==> config.mk <==
export PLATFORM = sky130hd
export DESIGN_NAME = ccc_cooling_control
export DESIGN_NICKNAME = d
export VERILOG_FILES = /design/src/ccc_pkg.sv /design/src/ccc_cooling_control.sv /design/src/ccc_timer.sv
export VERILOG_INCLUDE_DIRS = /design/src
export SDC_FILE = /design/constraint.sdc
export NUM_CORES = 1
export LEC_CHECK = 0
export BUFFER_PORTS_ARGS = -buffer_cell sky130_fd_sc_hd__buf_2
export CORE_UTILIZATION = 57
export DETAILED_ROUTE_END_ITERATION = 16
export PLACE_DENSITY_LB_ADDON = 0.08
export SYNTH_ARGS = -nofsm -noshare
export SYNTH_HDL_FRONTEND = slang
export SYNTH_SLANG_ARGS = --single-unit
export TNS_END_PERCENT = 20
==> constraint.sdc <==
create_clock -name clk -period 12.94 [get_ports clk]
set_input_delay 0.647 -clock clk [delete_from_list [all_inputs] [get_ports clk]]
set_output_delay 0.647 -clock clk [all_outputs]
set_load 0.05 [all_outputs]
==> src/ccc_consts.svh <==
`ifndef CCC_CONSTS_SVH
`define CCC_CONSTS_SVH
// Temperatures in signed tenths of a degree C
`define CCC_TEMP_W 12
`define CCC_STORE_MIN -12'sd1500
`define CCC_STORE_MAX -12'sd500
`define CCC_CLK_MHZ 50
`define CCC_MUTE_MIN 30
`define CCC_SUPPLY_MIN 5
`define CCC_CYC_PER_MIN (64'(`CCC_CLK_MHZ) * 64'd1000000 * 64'd60)
`define CCC_MUTE_CYC (`CCC_MUTE_MIN * `CCC_CYC_PER_MIN)
`define CCC_SUPPLY_CYC (`CCC_SUPPLY_MIN * `CCC_CYC_PER_MIN)
`define CCC_CNT_W 38
`define CCC_INLET_DEF -12'sd700
`define CCC_ONE 1
`endif

==> src/ccc_pkg.sv <==
package ccc_pkg;
   typedef enum logic [2:0] {
      IDLE, PURGE, COOL, COILHOLD
   } ccc_state_type;
   typedef struct packed {
      logic signed [11:0] inletSet;
      logic signed [11:0] chamberMax;
      logic signed [11:0] coilMin;
      logic signed [11:0] coilBand;
      logic signed [11:0] chamberBand;
      logic signed [11:0] lidMax;
   } ccc_settings_type;
   typedef struct packed {
      logic signed [11:0] inlet;
      logic signed [11:0] coil;
      logic signed [11:0] chamber;
   } ccc_temps_type;
endpackage

==> src/ccc_cooling_control.sv <==
// Functional notes
// - A new demand first purges with the bypass valve open while inlet is above setpoint.
// - When inlet reaches setpoint, bypass closes, cooling valves open, cooling starts.
// - Chamber above maximum raises a demand automatically, purge then cooling.
// - Only sampleValid (low holds the last sample), lidOpen and the chamberMax and lidMax settings can suppress or shift the automatic demand.
// - In cooling, coil outlet below minimum closes and holds the cooling valves.
// - Valves reopen once coil outlet reaches minimum plus coil deadband.
// - Cooling ends, valves closed, when chamber reaches maximum minus chamber deadband.
// - After startup the alarm outputs assert and a cooling demand starts.
// - Mute key silences the buzzer for 30 minutes, then it sounds again if alarmed.
// - A setting disables the buzzer entirely.
// - Lid open shortens the interval between cycles via a lower start threshold.
// - Storage temperature is clamped to -50 C .. -150 C.
// - Inlet, chamber max, coil min and both deadbands are user settings.
// - Purge longer than the supply delay raises supply alarm and starts cooling.
`include "ccc_consts.svh"
module ccc_cooling_control #(
   parameter logic [`CCC_CNT_W-1:0] MUTE_CYC = `CCC_CNT_W'(`CCC_MUTE_CYC),
   parameter logic [`CCC_CNT_W-1:0] SUPPLY_CYC = `CCC_CNT_W'(`CCC_SUPPLY_CYC)
) (
   input wire logic clk,
   input wire logic sys_rst,
   input wire logic tick,
   input wire logic sampleValid,
   input wire ccc_pkg::ccc_temps_type temps,
   input wire ccc_pkg::ccc_settings_type settings,
   input wire logic lidOpen,
   input wire logic muteKey,
   input wire logic buzzerDisable,
   input wire logic otherAlarm,
   output logic bypassValve,
   output logic coolValves,
   output logic alarmOut,
   output logic buzzer,
   output logic supplyAlarm,
   output logic [2:0] phase
);
   // ==========================================
   // Sample hold and clamping
   ccc_pkg::ccc_temps_type smp_reg, smp_next;
   logic signed [11:0] chMax, startThr, stopThr, coilOpen;
   always_comb begin
      chMax = settings.chamberMax;
      if (chMax > `CCC_STORE_MAX) chMax = `CCC_STORE_MAX;
      if (chMax < `CCC_STORE_MIN) chMax = `CCC_STORE_MIN;
      startThr = (lidOpen && settings.lidMax < chMax) ? settings.lidMax : chMax;
      stopThr = 12'(chMax - settings.chamberBand);
      coilOpen = 12'(settings.coilMin + settings.coilBand);
      smp_next = sampleValid ? temps : smp_reg;
   end
   // ==========================================
   // Cycle state machine
   ccc_pkg::ccc_state_type st_reg, st_next;
   logic started_reg, started_next, supAl_reg, supAl_next;
   logic supStart, supStop, supRun, supExp;
   ccc_timer #(.COUNT(SUPPLY_CYC)) supplyTimer (
      .clk(clk),
      .sys_rst(sys_rst),
      .start(supStart),
      .stop(supStop),
      .running(supRun),
      .expired(supExp)
   );
   always_comb begin
      st_next = st_reg;
      started_next = 1'b1;
      supAl_next = supAl_reg;
      supStart = 1'b0;
      supStop = 1'b0;
      case (st_reg)
         ccc_pkg::IDLE: begin
            if (!started_reg || (tick && smp_reg.chamber > startThr)) begin
               st_next = ccc_pkg::PURGE;
               supStart = 1'b1;
               supAl_next = 1'b0;
            end
         end
         ccc_pkg::PURGE: begin
            if (supExp) begin
               supAl_next = 1'b1;
               st_next = ccc_pkg::COOL;
            end else if (tick && smp_reg.inlet <= settings.inletSet) begin
               st_next = ccc_pkg::COOL;
               supStop = 1'b1;
            end
         end
         ccc_pkg::COOL: begin
            if (tick && smp_reg.chamber <= stopThr) begin
               st_next = ccc_pkg::IDLE;
            end else if (tick && smp_reg.coil < settings.coilMin) begin
               st_next = ccc_pkg::COILHOLD;
            end
         end
         ccc_pkg::COILHOLD: begin
            if (tick && smp_reg.chamber <= stopThr) begin
               st_next = ccc_pkg::IDLE;
            end else if (tick && smp_reg.coil >= coilOpen) begin
               st_next = ccc_pkg::COOL;
            end
         end
         default: st_next = ccc_pkg::IDLE;
      endcase
   end
   // ==========================================
   // Buzzer mute
   logic muteRun, muteStart, startedAlarm_reg, startedAlarm_next;
   ccc_timer #(.COUNT(MUTE_CYC)) muteTimer (
      .clk(clk),
      .sys_rst(sys_rst),
      .start(muteStart),
      .stop(1'b0),
      .running(muteRun),
      .expired()
   );
   logic alarmAny;
   always_comb begin
      alarmAny = !started_reg || supAl_reg || otherAlarm || startedAlarm_reg;
      muteStart = muteKey && alarmAny;
   end
   always_comb begin
      startedAlarm_next = startedAlarm_reg;
      if (!started_reg) begin
         startedAlarm_next = 1'b1;
      end else if (st_reg != ccc_pkg::IDLE && st_next == ccc_pkg::IDLE) begin
         startedAlarm_next = 1'b0;
      end
   end
   // ==========================================
   // Registers
   always_ff @(posedge clk) begin
      if (sys_rst) begin
         st_reg <= ccc_pkg::IDLE;
         started_reg <= 1'b0;
         supAl_reg <= 1'b0;
         startedAlarm_reg <= 1'b0;
         smp_reg <= '0;
      end else begin
         st_reg <= st_next;
         started_reg <= started_next;
         supAl_reg <= supAl_next;
         startedAlarm_reg <= startedAlarm_next;
         smp_reg <= smp_next;
      end
   end
   // ==========================================
   // Outputs
   always_comb begin
      bypassValve = st_reg == ccc_pkg::PURGE;
      coolValves = st_reg == ccc_pkg::COOL;
      alarmOut = alarmAny;
      buzzer = alarmAny && !muteRun && !buzzerDisable;
      supplyAlarm = supAl_reg;
      phase = 3'(st_reg);
   end
   // ==========================================
   // Assertions
   purge_bypass_a: assert property (@(posedge clk) disable iff (sys_rst)
      (st_reg == ccc_pkg::PURGE && !supExp && !(tick && smp_reg.inlet <= settings.inletSet))
      |=> bypassValve && !coolValves)
      else $error("bypass closed too early");
   purge_exit_a: assert property (@(posedge clk) disable iff (sys_rst)
      (st_reg == ccc_pkg::PURGE && tick && smp_reg.inlet <= settings.inletSet)
      |=> coolValves && !bypassValve)
      else $error("purge did not hand over");
   demand_start_a: assert property (@(posedge clk) disable iff (sys_rst)
      (st_reg == ccc_pkg::IDLE && tick && smp_reg.chamber > startThr) |=> bypassValve)
      else $error("demand missed");
   coil_hold_a: assert property (@(posedge clk) disable iff (sys_rst)
      (st_reg == ccc_pkg::COOL && tick && smp_reg.chamber > stopThr
      && smp_reg.coil < settings.coilMin) |=> !coolValves)
      else $error("coil cold not closed");
   coil_reopen_a: assert property (@(posedge clk) disable iff (sys_rst)
      (st_reg == ccc_pkg::COILHOLD && tick && smp_reg.chamber > stopThr
      && smp_reg.coil >= coilOpen) |=> coolValves)
      else $error("coil reopen missed");
   cycle_end_a: assert property (@(posedge clk) disable iff (sys_rst)
      (coolValves && tick && smp_reg.chamber <= stopThr) |=> !coolValves && !bypassValve)
      else $error("cycle not ended");
   startup_demand_a: assert property (@(posedge clk) disable iff (sys_rst)
      $rose(started_reg) |-> bypassValve && alarmOut)
      else $error("startup demand missing");
   buzzer_off_a: assert property (@(posedge clk) disable iff (sys_rst)
      buzzerDisable |-> !buzzer)
      else $error("buzzer while disabled");
   supply_alarm_a: assert property (@(posedge clk) disable iff (sys_rst)
      (st_reg == ccc_pkg::PURGE && supExp) |=> supplyAlarm && coolValves)
      else $error("supply timeout missed");
   clamp_high_a: assert property (@(posedge clk) disable iff (sys_rst)
      (settings.chamberMax > `CCC_STORE_MAX) |-> (chMax == `CCC_STORE_MAX))
      else $error("chamber max not clamped high");
   clamp_low_a: assert property (@(posedge clk) disable iff (sys_rst)
      (settings.chamberMax < `CCC_STORE_MIN) |-> (chMax == `CCC_STORE_MIN))
      else $error("chamber max not clamped low");
   lid_start_a: assert property (@(posedge clk) disable iff (sys_rst)
      (st_reg == ccc_pkg::IDLE && tick && lidOpen && smp_reg.chamber > settings.lidMax
      && smp_reg.chamber <= chMax) |=> bypassValve)
      else $error("lid open demand missed");
   mute_silence_a: assert property (@(posedge clk) disable iff (sys_rst)
      (muteKey && alarmOut) |=> !buzzer)
      else $error("buzzer not muted");
   mute_resume_a: assert property (@(posedge clk) disable iff (sys_rst)
      ($fell(muteRun) && alarmOut && !buzzerDisable) |-> buzzer)
      else $error("buzzer not resumed");
   supply_timer_a: assert property (@(posedge clk) disable iff (sys_rst)
      (st_reg == ccc_pkg::PURGE) |-> (supRun || supExp))
      else $error("supply timer idle in purge");
endmodule

==> src/ccc_timer.sv <==
`include "ccc_consts.svh"
module ccc_timer #(
   parameter logic [`CCC_CNT_W-1:0] COUNT = `CCC_CNT_W'(`CCC_MUTE_CYC)
) (
   input wire logic clk,
   input wire logic sys_rst,
   input wire logic start,
   input wire logic stop,
   output logic running,
   output logic expired
);
   logic [`CCC_CNT_W-1:0] cnt_reg, cnt_next;
   logic run_reg, run_next, exp_reg, exp_next;
   always_comb begin
      cnt_next = cnt_reg;
      run_next = run_reg;
      exp_next = 1'b0;
      if (stop) begin
         run_next = 1'b0;
      end else if (start) begin
         run_next = 1'b1;
         cnt_next = COUNT;
      end else if (run_reg) begin
         if (cnt_reg <= `CCC_CNT_W'(`CCC_ONE)) begin
            run_next = 1'b0;
            exp_next = 1'b1;
         end else begin
            cnt_next = cnt_reg - `CCC_CNT_W'(`CCC_ONE);
         end
      end
   end
   always_ff @(posedge clk) begin
      if (sys_rst) begin
         cnt_reg <= '0;
         run_reg <= 1'b0;
         exp_reg <= 1'b0;
      end else begin
         cnt_reg <= cnt_next;
         run_reg <= run_next;
         exp_reg <= exp_next;
      end
   end
   assign running = run_reg;
   assign expired = exp_reg;
endmodule

[Word-level counts from Yosys, hierarchy flattened]
Cells that the tools add are included.
Storage, ports and cells
  input port bits: 116
  output and inout bits: 8
  bits in registers: 121
  word-level logic and storage cells: 103
Cells by class
  bitwise gates (word level): 3
  eq/ne operators: 8
  order comparisons: 10
  reduce and logical (&&, ||, !) cells: 30
  $add $sub $neg: 4
  multiplexer cells: 35
Operator list (number)
  2-to-1 mux 38 bit: 3
  2-to-1 mux 37 bit: 3
  less-or-equal comparator 38 x 1 -> 1 bit, second input constant: 2
  subtractor 38 x 1 -> 38 bit, second input constant: 2
  2-to-1 mux 12 bit: 3
  less-or-equal comparator 12 bit: 2
  less-than comparator 12 bit: 2
  2-to-1 mux 3 bit: 7
  2-to-1 mux 1 bit: 17
  adder 12 bit: 1
  greater-or-equal comparator 12 bit: 1
  > comparator 12 x 10 -> 1 bit, second input constant: 1
  > comparator 12 bit: 1
  less-than comparator 12 bit, second input constant: 1
  one-hot mux 3 bit (4 select lines): 1
  subtractor 12 bit: 1
  logical AND 1 bit: 10
  == test 3 x 2 -> 1 bit, second input constant: 2
  zero test 3 bit: 2
  inequality test 2 bit, second input constant: 3
  AND reduction 3 bit: 2
  nonzero test 2 bit: 3
  logical OR 1 bit: 4
  inequality test 2 x 1 -> 1 bit, second input constant: 2
  8 further kinds: 14

[Longest topological paths before layout]
  depth in word-level cells: 16
  mapped depth: 27
  depth with buffers taken out: 25

[Hierarchy]
A second synthesis with hierarchy kept.
Unflattened totals
  cell total of the unflattened synthesis: 1021
  area, all modules: 8659.6 um^2
By module, submodules not included
  ccc_cooling_control: times used 1, sequential area each 840.8 um^2, area each 4481.8 um^2, cells an instance 541
  ccc_timer (muteTimer): times used 1, sequential area each 800.8 um^2, area each 2118.3 um^2, cells an instance 249
  ccc_timer (supplyTimer): times used 1, sequential area each 800.8 um^2, area each 2059.5 um^2, cells an instance 231

[Least setup slack after synthesis]
No wires, ideal clock.
  path type: input -> register
  from: in settings[52] in the netlist's numbering
  to: reg supplyTimer.cnt_reg[7]
  data arrival time: 5363 ps
  buffers on the path: 2
  stages on the path: 25
  library setup time: 70 ps
  data required time: 12870 ps
  path slack: 7507 ps
  cells stage by stage: o31ai_1 > nand2_1 > a21oi_1 > ha_1 > or3_1 > inv_1 > ha_1 > a21o_1 > a21oi_1 > nor3b_1 > a31oi_1 > nor2b_1 > o21ai_1 > clkbuf_1 > mux2i_1 > ha_1 > nand3_1 > nor3_1 > o21ai_0 > and3_1 > o21ai_2 > nand3_1 > buf_2 > or4_1 > a21oi_1
Between the ends
  longest elaborated chain between the ends: 14
  elaborated cells on any way between the ends: 16
  classes of those cells: order compare (4); eq/ne (1); mux (6); reduce/logical (5)
Ends and longest elaborated chain
  start: declaration: line ccc_cooling_control.sv:26  | input wire ccc_pkg::ccc_settings_type settings,
  > comparator 12 x 10 -> 1 bit (no line)
  2-to-1 mux 12 bit *: line ccc_cooling_control.sv:44  | if (chMax > `CCC_STORE_MAX) chMax = `CCC_STORE_MAX;
  less-than comparator 12 bit (no line)
  2-to-1 mux 12 bit *: line ccc_cooling_control.sv:45  | if (chMax < `CCC_STORE_MIN) chMax = `CCC_STORE_MIN;
  less-than comparator 12 bit: line ccc_cooling_control.sv:46  | startThr = (lidOpen && settings.lidMax < chMax) ? settings.lidMax : chMax;
  logical AND 1 bit: line ccc_cooling_control.sv:46
  2-to-1 mux 12 bit *: line ccc_cooling_control.sv:46
  > comparator 12 bit *: line ccc_cooling_control.sv:72  | if (!started_reg || (tick && smp_reg.chamber > startThr)) begin
  logical AND 1 bit *: line ccc_cooling_control.sv:72
  logical OR 1 bit *: line ccc_cooling_control.sv:72
  2-to-1 mux 1 bit *: line ccc_cooling_control.sv:72
  2-to-1 mux 1 bit *: line ccc_cooling_control.sv:70  | case (st_reg)
  inequality test 2 bit (no line) / nonzero test 2 bit (equally long branches)
  AND reduction 3 bit (no line)
  end signal: assignment: line ccc_timer.sv:38  | cnt_reg <= cnt_next;
  end: declaration: line ccc_timer.sv:12  | logic [`CCC_CNT_W-1:0] cnt_reg, cnt_next;
Every way passes the cells marked *; elsewhere a longest branch is shown, timed or not.
A chain may end at the register's enable or synchronous reset.

[Worst setup path in the final report]
  from: in settings[56] in the netlist's numbering
  to: reg supplyTimer.cnt_reg[7]
The elaborated chain is that of the path after synthesis.

==> impl_metrics.yaml <==
synthesis:
  synth_edf_count: 0
  netlist_area_sq_mm: 0.00806
  synth_cell_type_count: 63
  synthCells: 956
  yosysWarningCount: 0
  ys.flop_type: "dfxtp_1"
  avgSynthCellArea_sq_um: 8.43
  synthArstFlopShare_pct: 0
  yosysSeqAreaShare_pct: 30.1
  synth-seq-cells: 121
grt:
  grt_pass1_vias: 6501
  grt_max_degree: 74
  grt_overflow: 0
  antenna_found_initial: 0
  grt_use_total_pct: 25.4
  grt_pass1_wl_mm: 29.7
drt:
  vias: 7079
  routedWlPerCell_microns: 14.3
  drt_iter0_drc: 332
  viasPerCell: 5.58
  wirelength_mm: 18.1
  ant_nets: 0
  drc: 0
  firstDrtPassIters: 4
cts:
  hold_buffers: 0
  root_buffer: "clkbuf_16"
  cts_setup_buffers: 0
  cts_tree: "yes"
  cts_resized: 0
  clkSlewWorstSetupHoldPaths_ns: 0.05
  clock_latency_ns: 0.41
  cts_buffer_depth: 2
  clock_sinks: 121
  cts_buffers: 17
  h-tree-depth: 4
sta:
  finalCriticalPeriod_ns: 5.85
  fin_crit_sh_pct: 45.2
  rsz0062_at_grt: "false"
  clock.fmax_ghz: 0.171
  relSlewSlack_pct: 27.0
  timing_worst_slew_pin_value_ns: 1.10
  clock_skew_ns: 0.0112
  slew_viol_final: 0
  finalSetupViolCount: 0
  final.setup.tns_ns: 0
  final-hold-violation-count: 0
floorplan:
  io_pins: 124
  initial_core_util_pct: 58.3
  chipHeight_microns: 121
  core_sq_mm: 0.0138
  die_x_microns: 121
  dieArea_sq_mm: 0.0146
  rows: 43
finish:
  nets: 1290
  syn2layout_area_growth_pct: 17.7
  fin_area_sq_mm: 0.00948
  nFillCells: 1182
  drive_gt1_share_pct: 15.9
  antenna_cells: 0
worst_hold_path:
  worst_hold_path_type: "register to register"
pwr:
  clkPwrFrac_pct: 42.4
  power_density_mw_per_mm2: 133
  ir_worst_vdd_uv: 126
  pwr-share-seq_pct: 34.2
  p_int_uw: 894
  p_leak_nw: 4.45
  switchingPower_uw: 368
  netSwitchingFraction_pct: 29.2
  combPwrFrac_pct: 23.4
setup_path:
  crit_path_max_incr_delay_ns: 0.67
  cp_max_fo: 21
  cp-start-kind: "input port"
  critPathCaptureType: "register"
  critPathSlowestCell: "nand2_1"
  rrSetupSlack_ns: 9.48
  crit_arrival_ns: 6.17
  worstPathRequired_ns: 13.26
  path_cells: "buf_2 > nor3_1 > and3_1 > o21ai_0 > nor2_1 > nand2_1 > ha_1 > a21o_1 > a21oi_1 > nor3b_1 > a31oi_1 > nor4b_1 > o21ai_1 > buf_4 > mux2i_1 > ha_1 > a211oi_1 > nor2_1 > o31ai_1 > nand3_1 > nand3_1 > nand2_1 > a21oi_1"
  critical_path_class: "input port to register"
placed_design:
  hpwlAfterDp_mm: 13.2
  gp_congestion: 0.920
  place_area_sq_mm: 0.00881
  numPortBuffers: 123
flow_run:
  drv_cap: 0
status:
  status: "finished clean"
## placed cells by master, fill, tap and decap left out, types with 3 or more instances in the layout
master	n
dfxtp_1	121
buf_4	4
o211ai_1	4
inv_1	70
o21a_1	4
or4_1	13
nand2_1	43
o21bai_1	3
nor2b_1	15
buf_2	123
or3_1	32
and4_1	6
o41ai_1	3
mux2i_1	49
a21oi_1	72
ha_1	97
xnor2_1	32
a211o_1	3
o21ai_0	36
nand4_1	26
a31oi_1	17
bufinv_16	6
xor2_1	36
clkbuf_16	17
nor4_1	16
o31ai_1	9
nor2_1	112
nor3b_1	3
and3_1	4
a21o_1	12
nor3_1	26
nor4b_1	3
nand3_1	14
clkinv_4	4
nand2b_1	6
## area by class of cell
cell class	count	area (sq um)	share of cell area (%)
Timing Repair Buffer	127	646	6.81
Clock inverter	14	243	2.56
Tap cell	180	225	2.38
Sequential cell	121	2420	25.6
Inverter	70	263	2.77
Clock buffer	18	429	4.53
Multi-Input combinational cell	738	5250	55.4
## cells by family (layout without fill, tap and decap cells)
| family | after synthesis | count (layout) | synth area share, % |
|---|---|---|---|
| AO/OA/AOI/OAI | 186 | 186 | 14.4 |
| XOR/XNOR | 68 | 68 | 7.39 |
| flip-flops | 121 | 121 | 30.1 |
| buffers and inverters | 98 | 229 | 4.80 |
| other | 1 | 2 | 0.0465 |
| multiplexers | 49 | 49 | 6.09 |
| AND/OR/NAND/NOR | 334 | 334 | 21.6 |
| adder cells (fa/ha/maj) | 99 | 99 | 15.6 |
## routing by layer
layer,wire [microns],up-vias,GRT usage [%]
met5,0,-,0
met4,333,0,9.10
met3,830,21,5.03
met2,8070,162,40.3
met1,8910,3208,34.0
li1,-,3688,-
## synthesized netlist by cell type, types with 3 or more instances
master	instances	area, sq um
or3_1	32	200
nand2b_1	6	37.5
clkbuf_1	22	82.6
nor2_1	112	420
inv_1	70	263
o21ai_0	36	180
nor4b_1	3	26.3
o211ai_1	4	30.0
a21o_1	12	90.1
nor3b_1	3	22.5
xnor2_1	32	280
and3_1	4	25.0
dfxtp_1	121	2420
nand4_1	26	163
nand2_1	43	161
a21oi_1	72	360
a31oi_1	17	106
nor4_1	16	100
mux2i_1	49	490
buf_2	3	15.0
a211o_1	3	26.3
nor3_1	26	130
and4_1	6	52.6
or4_1	13	97.6
nor2b_1	15	93.8
o21a_1	4	30.0
xor2_1	36	315
nand3_1	14	70.1
o31ai_1	9	67.6
o41ai_1	3	26.3
o21bai_1	3	22.5
ha_1	97	1210
## metrics by stage
stage          hold slack, ns  power [mW]  cells  utilization, %  setup WS (ns)
3_5_place_dp            0.457       0.729   1236            63.7           6.71
3_3_place_gp            0.449       0.725   1236            63.7           6.87
4_1_cts                 0.457        1.27   1268            68.6           7.10
5_1_grt                 0.469        1.33   1268            68.6           6.55
2_1_floorplan           0.437       0.657    957               -           7.51
6_report                0.464        1.26   1268            68.6           7.09
## power groups by stage
stage	sequential (mW)	clock, mW	combinational [mW]
after floorplan	0.432	0	0.225
after global placement	0.437	0	0.287
after detailed placement	0.437	0	0.292
after CTS	0.431	0.543	0.296
after global routing	0.435	0.561	0.336
final	0.431	0.535	0.296
## critical path, delay by kind of cell
| kind | cells | cell delay [ns] |
|---|---|---|
| simple gates | 10 | 3.01 |
| mux | 1 | 0.14 |
| fa+ha+maj | 2 | 0.51 |
| buf+inv | 2 | 0.31 |
| compound gates | 8 | 1.51 |
## path summary, 6_finish.rpt
kind	from	to	cells after the start
min	muteTimer.cnt_reg[7]$_SDFFE_PP0P_	muteTimer.cnt_reg[7]$_SDFFE_PP0P_	2
min reg2reg	muteTimer.cnt_reg[7]$_SDFFE_PP0P_	muteTimer.cnt_reg[7]$_SDFFE_PP0P_	2
max	settings[56]	supplyTimer.cnt_reg[7]$_SDFFE_PP0P_	23
max reg2reg	muteTimer.cnt_reg[8]$_SDFFE_PP0P_	muteTimer.cnt_reg[26]$_SDFFE_PP0P_	8
(Power assumes the default switching activity.)
